**src/rtl/tic_pkg.sv**
```systemverilog
/*
 * tic_pkg: constants and carrier types for the timer interrupt flag
 * and fast clock control block.
 * assumes: one 125 MHz clock; register bus is axi4-lite, 32-bit data.
 */
// Notes on behaviour
// - mask/flag bits 7 and 0 read zero
// - compare-a request at vector 3 when enabled
// - compare-b request at vector 9 when enabled
// - overflow request at vector 4 when enabled
// - compare-a match sets compare-a flag
// - taking a vector clears its flag
// - write one clears flag one cycle later
// - compare-b match sets compare-b flag
// - no pwm: counter overflow sets overflow flag
// - pwm: top compare match sets overflow flag
// - fast clock 64 MHz, low speed halves it
// - low speed refused while pll is system clock
// - fast clock enable selects asynchronous timer clocking outside compatibility mode
// - fast clock enable settable only with pll enabled
// - pll enable starts pll, reads one if sysclock
// - compatibility mode only for fuse code 0011
// - compatibility: 10-bit and 3-bit prescalers, synchronous
// - compatibility fast clock runs at 25.6 MHz
// - compatibility mux: sixteen clock choices including stop
package tic_pkg;

	localparam int          ADDR_W       = 8;
	localparam int          IDX_W        = 6;
	// register indices; byte address is four times the index
	localparam logic [5:0]  IDX_PLL      = 6'h27;
	localparam logic [5:0]  IDX_FLAGS    = 6'h38;
	localparam logic [5:0]  IDX_MASK     = 6'h39;
	localparam logic [5:0]  IDX_CLKSEL   = 6'h3C;
	// field positions
	localparam int          B_CMP_A      = 6;
	localparam int          B_CMP_B      = 5;
	localparam int          B_OVF        = 2;
	localparam int          B_LSM        = 7;
	localparam int          B_FAST_CLOCK_ENABLE       = 2;
	localparam int          B_PLL_ENABLE       = 1;
	localparam int          B_LOCK       = 0;
	localparam int          B_COMPAT     = 4;
	localparam logic [7:0]  FLAGS_RESET  = 8'h00;
	localparam logic [3:0]  SEL_RESET    = 4'h0;
	// interrupt vectors
	localparam logic [3:0]  VEC_CMP_A    = 4'h3;
	localparam logic [3:0]  VEC_OVF      = 4'h4;
	localparam logic [3:0]  VEC_CMP_B    = 4'h9;
	localparam logic [3:0]  FUSE_COMPAT  = 4'h3;
	// compatibility select codes: 0 stop, 1..4 fast/1..8, 5..15 sys/1..1024
	localparam logic [3:0]  SEL_STOP     = 4'h0;
	localparam logic [3:0]  SEL_PCK_BASE = 4'h1;
	localparam logic [3:0]  SEL_CK_BASE  = 4'h5;
	localparam int          CK_PRE_W     = 10;
	localparam int          PCK_PRE_W    = 3;
	// nominal fast clock rates in kHz, supplied by the pll
	localparam int          FAST_KHZ_HI  = 64000;
	localparam int          FAST_KHZ_LO  = 32000;
	localparam int          FAST_KHZ_CMP = 25600;
	localparam logic [1:0]  CAP_WAIT     = 2'h2;
	localparam logic [1:0]  RESP_OKAY    = 2'h0;
	localparam logic [1:0]  RESP_SLVERR  = 2'h2;

	typedef struct packed {
		logic cmp_a;
		logic cmp_b;
		logic cmp_top;
		logic ovf;
	} tic_evt_t;

	typedef struct packed {
		logic       valid;
		logic [3:0] vector;
	} tic_irq_t;

endpackage : tic_pkg

```
**src/rtl/tic_top.sv**
```systemverilog
/*
 * tic_top: interrupt flags and masks of the 8-bit timer, fast clock
 * control and the compatibility prescaler, behind an axi4-lite slave.
 * assumes: counter events and acks come from logic on mclk_in; pll
 * status, pll-as-sysclock and fuse code come from outside and are
 * synchronised; fast_tick_in is a one-cycle enable at the pll rate.
 */
`timescale 1ns/10ps
module tic_top (
	input  wire logic                      mclk_in,
	input  wire logic                      reset_n_in,
	input  wire logic [tic_pkg::ADDR_W-1:0] s_axi_awaddr_in,
	input  wire logic                      s_axi_awvalid_in,
	output logic                           s_axi_awready_out,
	input  wire logic [31:0]               s_axi_wdata_in,
	input  wire logic [3:0]                s_axi_wstrb_in,
	input  wire logic                      s_axi_wvalid_in,
	output logic                           s_axi_wready_out,
	output logic [1:0]                     s_axi_bresp_out,
	output logic                           s_axi_bvalid_out,
	input  wire logic                      s_axi_bready_in,
	input  wire logic [tic_pkg::ADDR_W-1:0] s_axi_araddr_in,
	input  wire logic                      s_axi_arvalid_in,
	output logic                           s_axi_arready_out,
	output logic [31:0]                    s_axi_rdata_out,
	output logic [1:0]                     s_axi_rresp_out,
	output logic                           s_axi_rvalid_out,
	input  wire logic                      s_axi_rready_in,
	input  wire tic_pkg::tic_evt_t         evt_in,
	input  wire logic                      pwm_a_enable_in,
	input  wire logic                      pwm_b_enable_in,
	input  wire logic                      global_irq_enable_in,
	input  wire logic                      irq_ack_in,
	input  wire logic [3:0]                irq_ack_vector_in,
	input  wire logic                      pll_lock_status_in,
	input  wire logic                      pll_is_sysclk_in,
	input  wire logic [3:0]                clock_select_fuses_in,
	input  wire logic                      fast_tick_in,
	output tic_pkg::tic_irq_t              irq_out,
	output logic                           pll_enable_out,
	output logic                           low_speed_select_out,
	output logic                           timer_async_out,
	output logic                           timer_tick_out
);
	import tic_pkg::*;

	////////////////////////////////////////////////////////////////////
	// synchronisers for pins

	logic [5:0] pin_s1_reg;
	logic [5:0] pin_s2_reg;
	logic       lock_s;
	logic       sysclk_s;
	logic [3:0] fuse_s;

	always_ff @(posedge mclk_in or negedge reset_n_in) begin
		if (!reset_n_in) begin
			pin_s1_reg <= 6'h00;
			pin_s2_reg <= 6'h00;
		end else begin
			pin_s1_reg <= {pll_lock_status_in, pll_is_sysclk_in,
			               clock_select_fuses_in};
			pin_s2_reg <= pin_s1_reg;
		end
	end

	assign lock_s   = pin_s2_reg[5];
	assign sysclk_s = pin_s2_reg[4];
	assign fuse_s   = pin_s2_reg[3:0];

	// fuse code is caught once after release, never under reset
	logic [1:0] cap_cnt_reg;
	logic       compat_reg;

	always_ff @(posedge mclk_in or negedge reset_n_in) begin
		if (!reset_n_in) begin
			cap_cnt_reg <= 2'h0;
			compat_reg  <= 1'b0;
		end else if (cap_cnt_reg < CAP_WAIT) begin
			cap_cnt_reg <= cap_cnt_reg + 2'h1;
		end else if (cap_cnt_reg == CAP_WAIT) begin
			cap_cnt_reg <= cap_cnt_reg + 2'h1;
			compat_reg  <= (fuse_s == FUSE_COMPAT);
		end
	end

	////////////////////////////////////////////////////////////////////
	// axi4-lite write channel

	logic                 awready_reg;
	logic                 wready_reg;
	logic                 aw_full_reg;
	logic                 w_full_reg;
	logic [IDX_W-1:0]     aw_idx_reg;
	logic [7:0]           wdata_reg;
	logic                 wstrb0_reg;
	logic                 bvalid_reg;
	logic [1:0]           bresp_reg;
	logic                 wr_fire;
	logic                 wr_hit;

	assign wr_fire = aw_full_reg & w_full_reg & ~bvalid_reg;
	assign wr_hit  = (aw_idx_reg == IDX_PLL) || (aw_idx_reg == IDX_FLAGS)
	              || (aw_idx_reg == IDX_MASK) || (aw_idx_reg == IDX_CLKSEL);

	always_ff @(posedge mclk_in or negedge reset_n_in) begin
		if (!reset_n_in) begin
			awready_reg <= 1'b1;
			wready_reg  <= 1'b1;
			aw_full_reg <= 1'b0;
			w_full_reg  <= 1'b0;
			aw_idx_reg  <= '0;
			wdata_reg   <= 8'h00;
			wstrb0_reg  <= 1'b0;
			bvalid_reg  <= 1'b0;
			bresp_reg   <= RESP_OKAY;
		end else begin
			if (s_axi_awvalid_in && awready_reg) begin
				aw_full_reg <= 1'b1;
				awready_reg <= 1'b0;
				aw_idx_reg  <= s_axi_awaddr_in[ADDR_W-1:2];
			end
			if (s_axi_wvalid_in && wready_reg) begin
				w_full_reg <= 1'b1;
				wready_reg <= 1'b0;
				wdata_reg  <= s_axi_wdata_in[7:0];
				wstrb0_reg <= s_axi_wstrb_in[0];
			end
			if (wr_fire) begin
				aw_full_reg <= 1'b0;
				w_full_reg  <= 1'b0;
				bvalid_reg  <= 1'b1;
				bresp_reg   <= wr_hit ? RESP_OKAY : RESP_SLVERR;
			end
			if (bvalid_reg && s_axi_bready_in) begin
				bvalid_reg  <= 1'b0;
				awready_reg <= 1'b1;
				wready_reg  <= 1'b1;
			end
		end
	end

	logic wr_pll;
	logic wr_flags;
	logic wr_mask;
	logic wr_sel;

	assign wr_pll   = wr_fire & wstrb0_reg & (aw_idx_reg == IDX_PLL);
	assign wr_flags = wr_fire & wstrb0_reg & (aw_idx_reg == IDX_FLAGS);
	assign wr_mask  = wr_fire & wstrb0_reg & (aw_idx_reg == IDX_MASK);
	assign wr_sel   = wr_fire & wstrb0_reg & (aw_idx_reg == IDX_CLKSEL);

	////////////////////////////////////////////////////////////////////
	// pll control and status

	logic lsm_reg;
	logic fast_clock_enable_reg;
	logic pll_enable_reg;
	logic pll_enable_eff;

	assign pll_enable_eff = pll_enable_reg | sysclk_s;

	always_ff @(posedge mclk_in or negedge reset_n_in) begin
		if (!reset_n_in) begin
			lsm_reg  <= 1'b0;
			fast_clock_enable_reg <= 1'b0;
			pll_enable_reg <= 1'b0;
		end else if (wr_pll) begin
			lsm_reg  <= wdata_reg[B_LSM] & ~sysclk_s;
			fast_clock_enable_reg <= wdata_reg[B_FAST_CLOCK_ENABLE] & pll_enable_eff;
			pll_enable_reg <= wdata_reg[B_PLL_ENABLE];
		end
	end

	////////////////////////////////////////////////////////////////////
	// interrupt mask and flags

	logic       en_a_reg;
	logic       en_b_reg;
	logic       en_ov_reg;
	logic       fl_a_reg;
	logic       fl_b_reg;
	logic       fl_ov_reg;
	logic [2:0] clr_pend_reg;
	logic       pwm_mode;
	logic       ov_set;
	logic [2:0] ack_clr;

	always_ff @(posedge mclk_in or negedge reset_n_in) begin
		if (!reset_n_in) begin
			en_a_reg  <= FLAGS_RESET[B_CMP_A];
			en_b_reg  <= FLAGS_RESET[B_CMP_B];
			en_ov_reg <= FLAGS_RESET[B_OVF];
		end else if (wr_mask) begin
			en_a_reg  <= wdata_reg[B_CMP_A];
			en_b_reg  <= wdata_reg[B_CMP_B];
			en_ov_reg <= wdata_reg[B_OVF];
		end
	end

	// clears land one cycle after the write, as a synchronisation stage
	always_ff @(posedge mclk_in or negedge reset_n_in) begin
		if (!reset_n_in) begin
			clr_pend_reg <= 3'h0;
		end else if (wr_flags) begin
			clr_pend_reg <= {wdata_reg[B_CMP_A], wdata_reg[B_CMP_B],
			                 wdata_reg[B_OVF]};
		end else begin
			clr_pend_reg <= 3'h0;
		end
	end

	assign pwm_mode = pwm_a_enable_in | pwm_b_enable_in;
	assign ov_set   = pwm_mode ? evt_in.cmp_top : evt_in.ovf;
	assign ack_clr  = {irq_ack_in && (irq_ack_vector_in == VEC_CMP_A),
	                   irq_ack_in && (irq_ack_vector_in == VEC_CMP_B),
	                   irq_ack_in && (irq_ack_vector_in == VEC_OVF)};

	// a set arriving with a clear wins, so no event is lost
	always_ff @(posedge mclk_in or negedge reset_n_in) begin
		if (!reset_n_in) begin
			fl_a_reg  <= 1'b0;
			fl_b_reg  <= 1'b0;
			fl_ov_reg <= 1'b0;
		end else begin
			fl_a_reg  <= evt_in.cmp_a
			          | (fl_a_reg & ~clr_pend_reg[2] & ~ack_clr[2]);
			fl_b_reg  <= evt_in.cmp_b
			          | (fl_b_reg & ~clr_pend_reg[1] & ~ack_clr[1]);
			fl_ov_reg <= ov_set
			          | (fl_ov_reg & ~clr_pend_reg[0] & ~ack_clr[0]);
		end
	end

	// lowest vector has priority when several requests are pending
	logic req_a;
	logic req_b;
	logic req_ov;

	assign req_a  = fl_a_reg & en_a_reg & global_irq_enable_in;
	assign req_b  = fl_b_reg & en_b_reg & global_irq_enable_in;
	assign req_ov = fl_ov_reg & en_ov_reg & global_irq_enable_in;

	always_ff @(posedge mclk_in or negedge reset_n_in) begin
		if (!reset_n_in) begin
			irq_out <= '0;
		end else begin
			irq_out.valid <= req_a | req_b | req_ov;
			if (req_a) begin
				irq_out.vector <= VEC_CMP_A;
			end else if (req_ov) begin
				irq_out.vector <= VEC_OVF;
			end else if (req_b) begin
				irq_out.vector <= VEC_CMP_B;
			end else begin
				irq_out.vector <= 4'h0;
			end
		end
	end

	////////////////////////////////////////////////////////////////////
	// clock selection and compatibility prescaler

	logic [3:0]          sel_reg;
	logic [CK_PRE_W-1:0]  ck_cnt_reg;
	logic [PCK_PRE_W-1:0] pck_cnt_reg;
	logic                half_reg;
	logic [CK_PRE_W:0]    ck_tap;
	logic [PCK_PRE_W:0]   pck_tap;
	logic                fast_div;
	logic                tick_next;

	always_ff @(posedge mclk_in or negedge reset_n_in) begin
		if (!reset_n_in) begin
			sel_reg <= SEL_RESET;
		end else if (wr_sel) begin
			sel_reg <= wdata_reg[3:0];
		end
	end

	// prescalers run only in compatibility mode to save toggling
	always_ff @(posedge mclk_in or negedge reset_n_in) begin
		if (!reset_n_in) begin
			ck_cnt_reg  <= '0;
			pck_cnt_reg <= '0;
		end else if (compat_reg) begin
			ck_cnt_reg <= ck_cnt_reg + 1'b1;
			if (fast_tick_in) begin
				pck_cnt_reg <= pck_cnt_reg + 1'b1;
			end
		end
	end

	// low speed keeps every second fast tick
	always_ff @(posedge mclk_in or negedge reset_n_in) begin
		if (!reset_n_in) begin
			half_reg <= 1'b0;
		end else if (fast_tick_in) begin
			half_reg <= ~half_reg;
		end
	end

	assign ck_tap[0]  = 1'b1;
	assign pck_tap[0] = fast_tick_in;

	generate
		for (genvar k = 1; k <= CK_PRE_W; k++) begin : g_ck
			assign ck_tap[k] = &ck_cnt_reg[k-1:0];
		end
		for (genvar k = 1; k <= PCK_PRE_W; k++) begin : g_pck
			assign pck_tap[k] = fast_tick_in & (&pck_cnt_reg[k-1:0]);
		end
	endgenerate

	assign fast_div = fast_tick_in & (~lsm_reg | half_reg);

	always_comb begin
		tick_next = 1'b0;
		if (!compat_reg) begin
			tick_next = fast_clock_enable_reg ? fast_div : 1'b1;
		end else if (sel_reg == SEL_STOP) begin
			tick_next = 1'b0;
		end else if (sel_reg < SEL_CK_BASE) begin
			tick_next = pck_tap[2'(sel_reg - SEL_PCK_BASE)];
		end else begin
			tick_next = ck_tap[4'(sel_reg - SEL_CK_BASE)];
		end
	end

	always_ff @(posedge mclk_in or negedge reset_n_in) begin
		if (!reset_n_in) begin
			timer_tick_out       <= 1'b0;
			timer_async_out      <= 1'b0;
			pll_enable_out       <= 1'b0;
			low_speed_select_out <= 1'b0;
		end else begin
			timer_tick_out       <= tick_next;
			timer_async_out      <= fast_clock_enable_reg & ~compat_reg;
			pll_enable_out       <= pll_enable_eff;
			low_speed_select_out <= lsm_reg;
		end
	end

	////////////////////////////////////////////////////////////////////
	// axi4-lite read channel

	logic             arready_reg;
	logic             rvalid_reg;
	logic [7:0]       rdata_reg;
	logic [1:0]       rresp_reg;
	logic [IDX_W-1:0] ar_idx;
	logic [7:0]       rd_val;
	logic             rd_hit;

	assign ar_idx = s_axi_araddr_in[ADDR_W-1:2];

	always_comb begin
		rd_val = 8'h00;
		rd_hit = 1'b1;
		case (ar_idx)
			IDX_PLL: begin
				rd_val[B_LSM]  = lsm_reg;
				rd_val[B_FAST_CLOCK_ENABLE] = fast_clock_enable_reg;
				rd_val[B_PLL_ENABLE] = pll_enable_eff;
				rd_val[B_LOCK] = lock_s;
			end
			IDX_FLAGS: begin
				rd_val[B_CMP_A] = fl_a_reg;
				rd_val[B_CMP_B] = fl_b_reg;
				rd_val[B_OVF]   = fl_ov_reg;
			end
			IDX_MASK: begin
				rd_val[B_CMP_A] = en_a_reg;
				rd_val[B_CMP_B] = en_b_reg;
				rd_val[B_OVF]   = en_ov_reg;
			end
			IDX_CLKSEL: begin
				rd_val[3:0]      = sel_reg;
				rd_val[B_COMPAT] = compat_reg;
			end
			default: begin
				rd_hit = 1'b0;
			end
		endcase
	end

	always_ff @(posedge mclk_in or negedge reset_n_in) begin
		if (!reset_n_in) begin
			arready_reg <= 1'b1;
			rvalid_reg  <= 1'b0;
			rdata_reg   <= 8'h00;
			rresp_reg   <= RESP_OKAY;
		end else if (s_axi_arvalid_in && arready_reg) begin
			arready_reg <= 1'b0;
			rvalid_reg  <= 1'b1;
			rdata_reg   <= rd_val;
			rresp_reg   <= rd_hit ? RESP_OKAY : RESP_SLVERR;
		end else if (rvalid_reg && s_axi_rready_in) begin
			arready_reg <= 1'b1;
			rvalid_reg  <= 1'b0;
		end
	end

	assign s_axi_awready_out = awready_reg;
	assign s_axi_wready_out  = wready_reg;
	assign s_axi_bvalid_out  = bvalid_reg;
	assign s_axi_bresp_out   = bresp_reg;
	assign s_axi_arready_out = arready_reg;
	assign s_axi_rvalid_out  = rvalid_reg;
	assign s_axi_rresp_out   = rresp_reg;
	assign s_axi_rdata_out   = {24'h000000, rdata_reg};

	////////////////////////////////////////////////////////////////////
	// assertions

	logic rd_flag_reg;

	always_ff @(posedge mclk_in or negedge reset_n_in) begin
		if (!reset_n_in) begin
			rd_flag_reg <= 1'b0;
		end else if (s_axi_arvalid_in && arready_reg) begin
			rd_flag_reg <= (ar_idx == IDX_FLAGS) || (ar_idx == IDX_MASK);
		end
	end
endmodule : tic_top

```
**config.mk**
```make
export PLATFORM = sky130hd
export DESIGN_NAME = tic_top
export DESIGN_NICKNAME = d
export VERILOG_FILES = /design/src/rtl/tic_pkg.sv /design/src/rtl/tic_top.sv
export SDC_FILE = /design/constraint.sdc
export NUM_CORES = 1
export LEC_CHECK = 0
export BUFFER_PORTS_ARGS = -buffer_cell sky130_fd_sc_hd__buf_4
export CAP_MARGIN = 10
export CORE_ASPECT_RATIO = 0.7
export CORE_UTILIZATION = 40
export CTS_BUF_LIST = sky130_fd_sc_hd__clkbuf_8
export DETAILED_ROUTE_END_ITERATION = 16
export PLACE_DENSITY = 0.67
export SETUP_SLACK_MARGIN = 0.2
export SLEW_MARGIN = 30
export SYNTH_ARGS = -nofsm -noshare
export SYNTH_HDL_FRONTEND = slang
export SYNTH_SLANG_ARGS = --single-unit
```
**constraint.sdc**
```tcl
create_clock -name mclk_in -period 2.5 [get_ports mclk_in]
set_input_delay 0.125 -clock mclk_in [delete_from_list [all_inputs] [get_ports mclk_in]]
set_output_delay 0.125 -clock mclk_in [all_outputs]
set_load 0.02 [all_outputs]
```
# Word level (Yosys, flattened, before mapping)
# Index checks and enable logic that the tools add are counted.
word_totals:
  latch_bits: 0
  mem_bits_rw: 0
  memories: 0
  rom_bits: 0
  reg_bits: 88
  out_inout_bits: 50
op_classes:
  n_reduce_logical: 33
  mux: 37
  n_mul: 0
  eq_ne: 13
  n_bitwise: 46
  shifts: 0
  addsub: 5
  div_mod_pow: 0
  magnitude_cmp: 4
ops:
  columns: ["operator", "n"]
  rows:
  - ["$eq A6 B6 Y1 const B", 8]
  - ["$and A1 B1 Y1", 26]
  - ["$mux W1", 23]
  - ["$reduce_bool A2 Y1", 7]
  - ["$mux W4", 3]
  - ["$not A1 Y1", 12]
  - ["$add A10 B1 Y10 const B", 1]
  - ["$mux W2", 5]
  - ["$reduce_and A10 Y1", 1]
  - ["$reduce_and A9 Y1", 1]
  - ["$eq A4 B2 Y1 const B", 2]
  - ["$logic_and A1 B1 Y1", 8]
  - ["$or A1 B1 Y1", 8]
  - ["$pmux W2 S2", 2]
  - ["$reduce_and A2 Y1", 4]
  - ["$reduce_and A8 Y1", 1]
  - ["$reduce_and A7 Y1", 1]
  - ["$reduce_and A3 Y1", 2]
  - ["$reduce_and A6 Y1", 1]
  - ["$lt A4 B5 Y1 const B", 1]
  - ["$reduce_and A5 Y1", 1]
  - ["$bmux W1 S4", 1]
  - ["$eq A4 B3 Y1 const B", 1]
  - ["$eq A4 B4 Y1 const B", 1]
  - ["15 further kinds", 17]

# Depth between registers and ports, before layout
logic_depth:
  word_depth: 7
  ltp_mapped: 8

# Least setup slack after synthesis
# No wires, ideal clock.
synth_timing:
  path_type: "register -> register"
  startpoint: "register sel_reg[0]"
  endpoint: "register timer_tick_out"
  setup_slack_ns: 0.549
  stages_incl_launch_ff: 9
  period_less_slack_ns: 1.951
  required_ns: 2.376
  setup_ns: 0.124
  t_arrival_ns: 1.827
  path_buffers: 1
  path_cell_list: "dfrtp_1 > buf_2 > inv_1 > ha_1 > nand2b_1 > o21a_1 > a221oi_1 > a221oi_1 > o31a_1"
synth_via:
  elab_chain_cells: 6
synth_rtl:
  columns: ["item", "line_no", "source"]
  rows:
  - ["start: declaration", "tic_top.sv:264", "logic [3:0] sel_reg;"]
  - ["start signal: assignment", "tic_top.sv:277", "sel_reg <= wdata_reg[3:0];"]
  - ["$sub A4 B3 Y4 / $sub A2 B1 Y2 (equally long branches)", "tic_top.sv:326, tic_top.sv:324", null]
  - ["$bmux W1 S4 / $bmux W1 S2 (equally long branches)", "tic_top.sv:326, tic_top.sv:324", null]
  - ["$mux W1 (on tied branches)", "tic_top.sv:326, tic_top.sv:324", null]
  - ["$mux W1", "tic_top.sv:323", "end else if (sel_reg < SEL_CK_BASE) begin"]
  - ["$mux W1 *", "tic_top.sv:321", "end else if (sel_reg == SEL_STOP) begin"]
  - ["$mux W1 *", "tic_top.sv:319", "if (!compat_reg) begin"]
  - ["via tick_next", "tic_top.sv:271", "logic tick_next;"]
  - ["end signal: assignment", "tic_top.sv:337", "timer_tick_out <= tick_next;"]
  - ["end: declaration", "tic_top.sv:43", "output logic timer_tick_out"]
# Mark *: on every way through the listed nets, which the timed path passes. The rest lies on a longest branch. The select of a mux whose other input is x is not followed.
# A chain may end at the register's enable or synchronous reset.

# Worst setup path in the final report
layout_timing:
  startpoint: "register ck_cnt_reg[0]"
  endpoint: "register timer_tick_out"
layout_via:
  elab_chain_cells: 6
layout_rtl:
  columns: ["item", "line_no", "source"]
  rows:
  - ["start: declaration", "tic_top.sv:265", "logic [CK_PRE_W-1:0] ck_cnt_reg;"]
  - ["start signal: assignment", "tic_top.sv:287", "ck_cnt_reg <= ck_cnt_reg + 1'b1;"]
  - ["$reduce_and A10 Y1, or another cell as far along", "tic_top.sv:308", "assign ck_tap[k] = &ck_cnt_reg[k-1:0];"]
  - ["$bmux W1 S4 *", "tic_top.sv:326", "tick_next = ck_tap[4'(sel_reg - SEL_CK_BASE)];"]
  - ["$mux W1 (not written as such) *", "tic_top.sv:326", null]
  - ["$mux W1 *", "tic_top.sv:323", null]
  - ["$mux W1 *", "tic_top.sv:321", null]
  - ["$mux W1 *", "tic_top.sv:319", null]
  - ["via tick_next", "tic_top.sv:271", null]
# Marked as above.

==> results.yml <==
outcome:
  status: "finished, final reports clean"
grt:
  grt.total_usage_pct: 16.0
  grt_pass1_vias: 2598
  grt_antenna_before_repair: 0
  grt_pass1_wl_mm: 12.3
  grt_max_degree: 45
  overflow: 0
route:
  drt.antenna.violating_nets: 0
  wl_per_cell_um: 12.6
  route.detailed.drc: 0
  wirelength_mm: 7.08
  drt_iter0_markers: 89
  viasPerCell: 4.64
  drt_pass1_iterations: 4
  via_count: 2618
yosys:
  avgSynthCellArea_sq_um: 11.5
  synthTopCellsByArea: "dfrtp_1 (55%), mux2_2 (7.2%), buf_4 (5.2%), nand2_1 (4.0%), o21ai_0 (3.8%)"
  synth_cells: 325
  synth_sequential_area_ratio_pct: 57.0
  synth_cell_types: 45
  yosys_most_used_dff: "dfrtp_1"
  yosysWarnings: 0
  yosys.area.top_type: "dfrtp_1"
  synth_seq_cells: 85
  syn_area_sq_um: 3740
  ys_async_sr_fraction_pct: 100
  synth_edf_count: 0
  synth_top_area_share_pct: 54.9
sta:
  fin_crit_ns: 1.99
  slew_violations: 0
  fin_skew_ns: 0.0108
  finalHoldViolations: 0
  setup_viol: 0
  rsz0062_at_grt: "false"
  max_freq_ghz: 0.502
  slew_headroom_pct: 57.6
  setup_tns_ns: 0
  setup_ws_ns: 0.507
  worstMarginPinSlew_ns: 0.634
  period_share_pct: 79.7
hold_path:
  hp-class: "in -> reg"
layout:
  layout-drive-gt1-share_pct: 28.0
  fin_nets: 521
  nFillCells: 822
  largest_register_ff_count: 10
  area.growth.synth_to_final_pct: 30.2
  antenna_cells: 0
  layout_commonest_cell: "dfrtp_1"
  final_cell_mix: "dfrtp_1 (82), buf_4 (72), nand2_1 (40)"
critical_path:
  worst_path_max_delay_cell: "dfrtp_1"
  crit_path_frequent_cell: "ha_1"
  endpoint_kind: "flop"
  max_stage_delay_ns: 0.45
  start_kind: "flop"
  path_cells: "ha_1, nand3_1, nor2_1, ha_1, o221a_2, o21ai_0, a221oi_1, o31a_1"
  r2r_slack_ns: 0.51
  crit_arrival_ns: 2.29
  worstSetupPathType: "reg -> reg"
  critical-path-top-delay-family: "compound AO/OA/AOI/OAI gates"
  cp_max_fo: 6
  path_buf_inv: 0
  crit_required_ns: 2.80
placement:
  place_congestion: 0.755
  pre_cts_slack_ns: 0.517
  place.port_buffers: 69
  dp_hpwl_mm: 5.04
cts:
  post-cts-setup-buffers: 0
  clk_pin_slew_ns: 0.09
  clk_latency_ns: 0.37
  cts-buffers-inserted: 9
  clk_path_buf_depth: 2
  tritoncts: "built"
  htree_levels: 3
  post_cts_resized: 0
  cts.sinks: 85
  cts_root_buf: "clkbuf_8"
die:
  fp.coreArea_sq_um: 9070
  boundaryPins: 128
  start_util_pct: 41.2
  die_h_um: 82.9
  dieWidth_um: 118
  die_area_sq_um: 9740
  rows: 29
pwr:
  totalPowerFinal_mw: 3.66
  irDropWorstVdd_mv: 0.484
  p_per_area_nw_per_um2: 753
  p_leak_nw: 2.30
flow_run:
  drv_cap: 0
-- worst reg2reg max path: cells and delay by family, from the launching register on --
| kind | cells | cell delay [ns] |
|---|---|---|
| simple gates | 2 | 0.24 |
| fa+ha+maj | 2 | 0.48 |
| flops | 1 | 0.45 |
| compound gates | 4 | 0.76 |
-- worst paths after layout --
kind | depth (start not counted) | to | startpoint
setup / recovery | 8 | timer_tick_out | ck_cnt_reg[0]
hold / removal | 3 | fl_ov_reg | evt_in[1]
setup reg to reg | 8 | timer_tick_out | ck_cnt_reg[0]
hold reg to reg | 0 | pin_s2_reg[3] | pin_s1_reg[3]
max in group asynchronous | 3 | s_axi_arready_out | reset_n_in
min in group asynchronous | 2 | aw_full_reg | reset_n_in
-- power breakdown --
part	leakage [nW]	internal, mW	switching, mW
sequential	1.07	1.64	0.233
clock	0.103	0.557	0.498
combinational	1.13	0.387	0.351
-- area by class of cell --
type	instances	area [sq um]	share of cell area, %
flip-flops and latches	85	2130	43.8
well taps	124	155	3.19
repair buffers	105	881	18.1
clock buffers	9	124	2.55
multi-input cells	219	1430	29.3
inverters	15	56.3	1.16
clock inverters	7	91.3	1.88
-- cells in the mapped netlist, types with 2 or more instances --
| master | count |
|---|---|
| xor2_1 | 8 |
| a22oi_1 | 3 |
| buf_4 | 26 |
| nor3_1 | 3 |
| or2_2 | 2 |
| mux2i_1 | 5 |
| a221oi_1 | 3 |
| and2_1 | 3 |
| and3_1 | 3 |
| a21boi_0 | 2 |
| mux2_2 | 24 |
| o31ai_1 | 3 |
| dfrtp_1 | 82 |
| buf_2 | 3 |
| dfstp_2 | 3 |
| nor2_1 | 13 |
| o21ai_0 | 28 |
| xnor2_1 | 5 |
| nand3_1 | 7 |
| nand3b_1 | 4 |
| inv_1 | 15 |
| nand4_1 | 6 |
| a31o_2 | 2 |
| nor4_1 | 2 |
| ha_1 | 8 |
| a21oi_1 | 3 |
| nand2b_1 | 2 |
| nand2_1 | 40 |
-- layer usage --
metal	global-route usage, %	vias up	routed length (um)	part of all wire (%)
met1	22.3	1252	3490	49
li1	-	1283	-	-
met4	4.43	0	60	0.85
met3	5.70	7	399	5.6
met2	23.7	76	3130	44
met5	0	-	0	0
-- through the flow --
step | instance area (sq um) | hold WS [ns] | util (%) | instances
3_3_place_gp | 4330 | 0.155 | 47.7 | 516
4_1_cts | 4850 | 0.000697 | 53.5 | 563
5_1_grt | 4860 | 0.0448 | 53.6 | 564
3_5_place_dp | 4330 | 0.164 | 47.7 | 516
6_report | 4860 | 0.0158 | 53.6 | 564
2_1_floorplan | 3830 | -0.171 | - | 350
-- cells by family (layout without fill, tap and decap cells) --
kind of cell               count (synthesis)  after routing  share of synthesized area, %
AOI/OAI and AO/OA                         49             49                          8.14
adders and majority gates                  8              8                          2.68
muxes                                     29             29                          8.57
and+or+nand+nor                           94             94                          13.1
DFF                                       85             85                          57.0
other                                      1             26                         0.100
buffers and inverters                     46            136                          7.33
xor gates and xnor gates                  13             13                          3.05
-- timing repair --
action,4_1_cts,5_1_grt
setup endpoints to repair,0,0
hold buffers,31,1
endpoints found under the hold margin,69,1
Note: power is estimated with default switching activity, not from simulation.
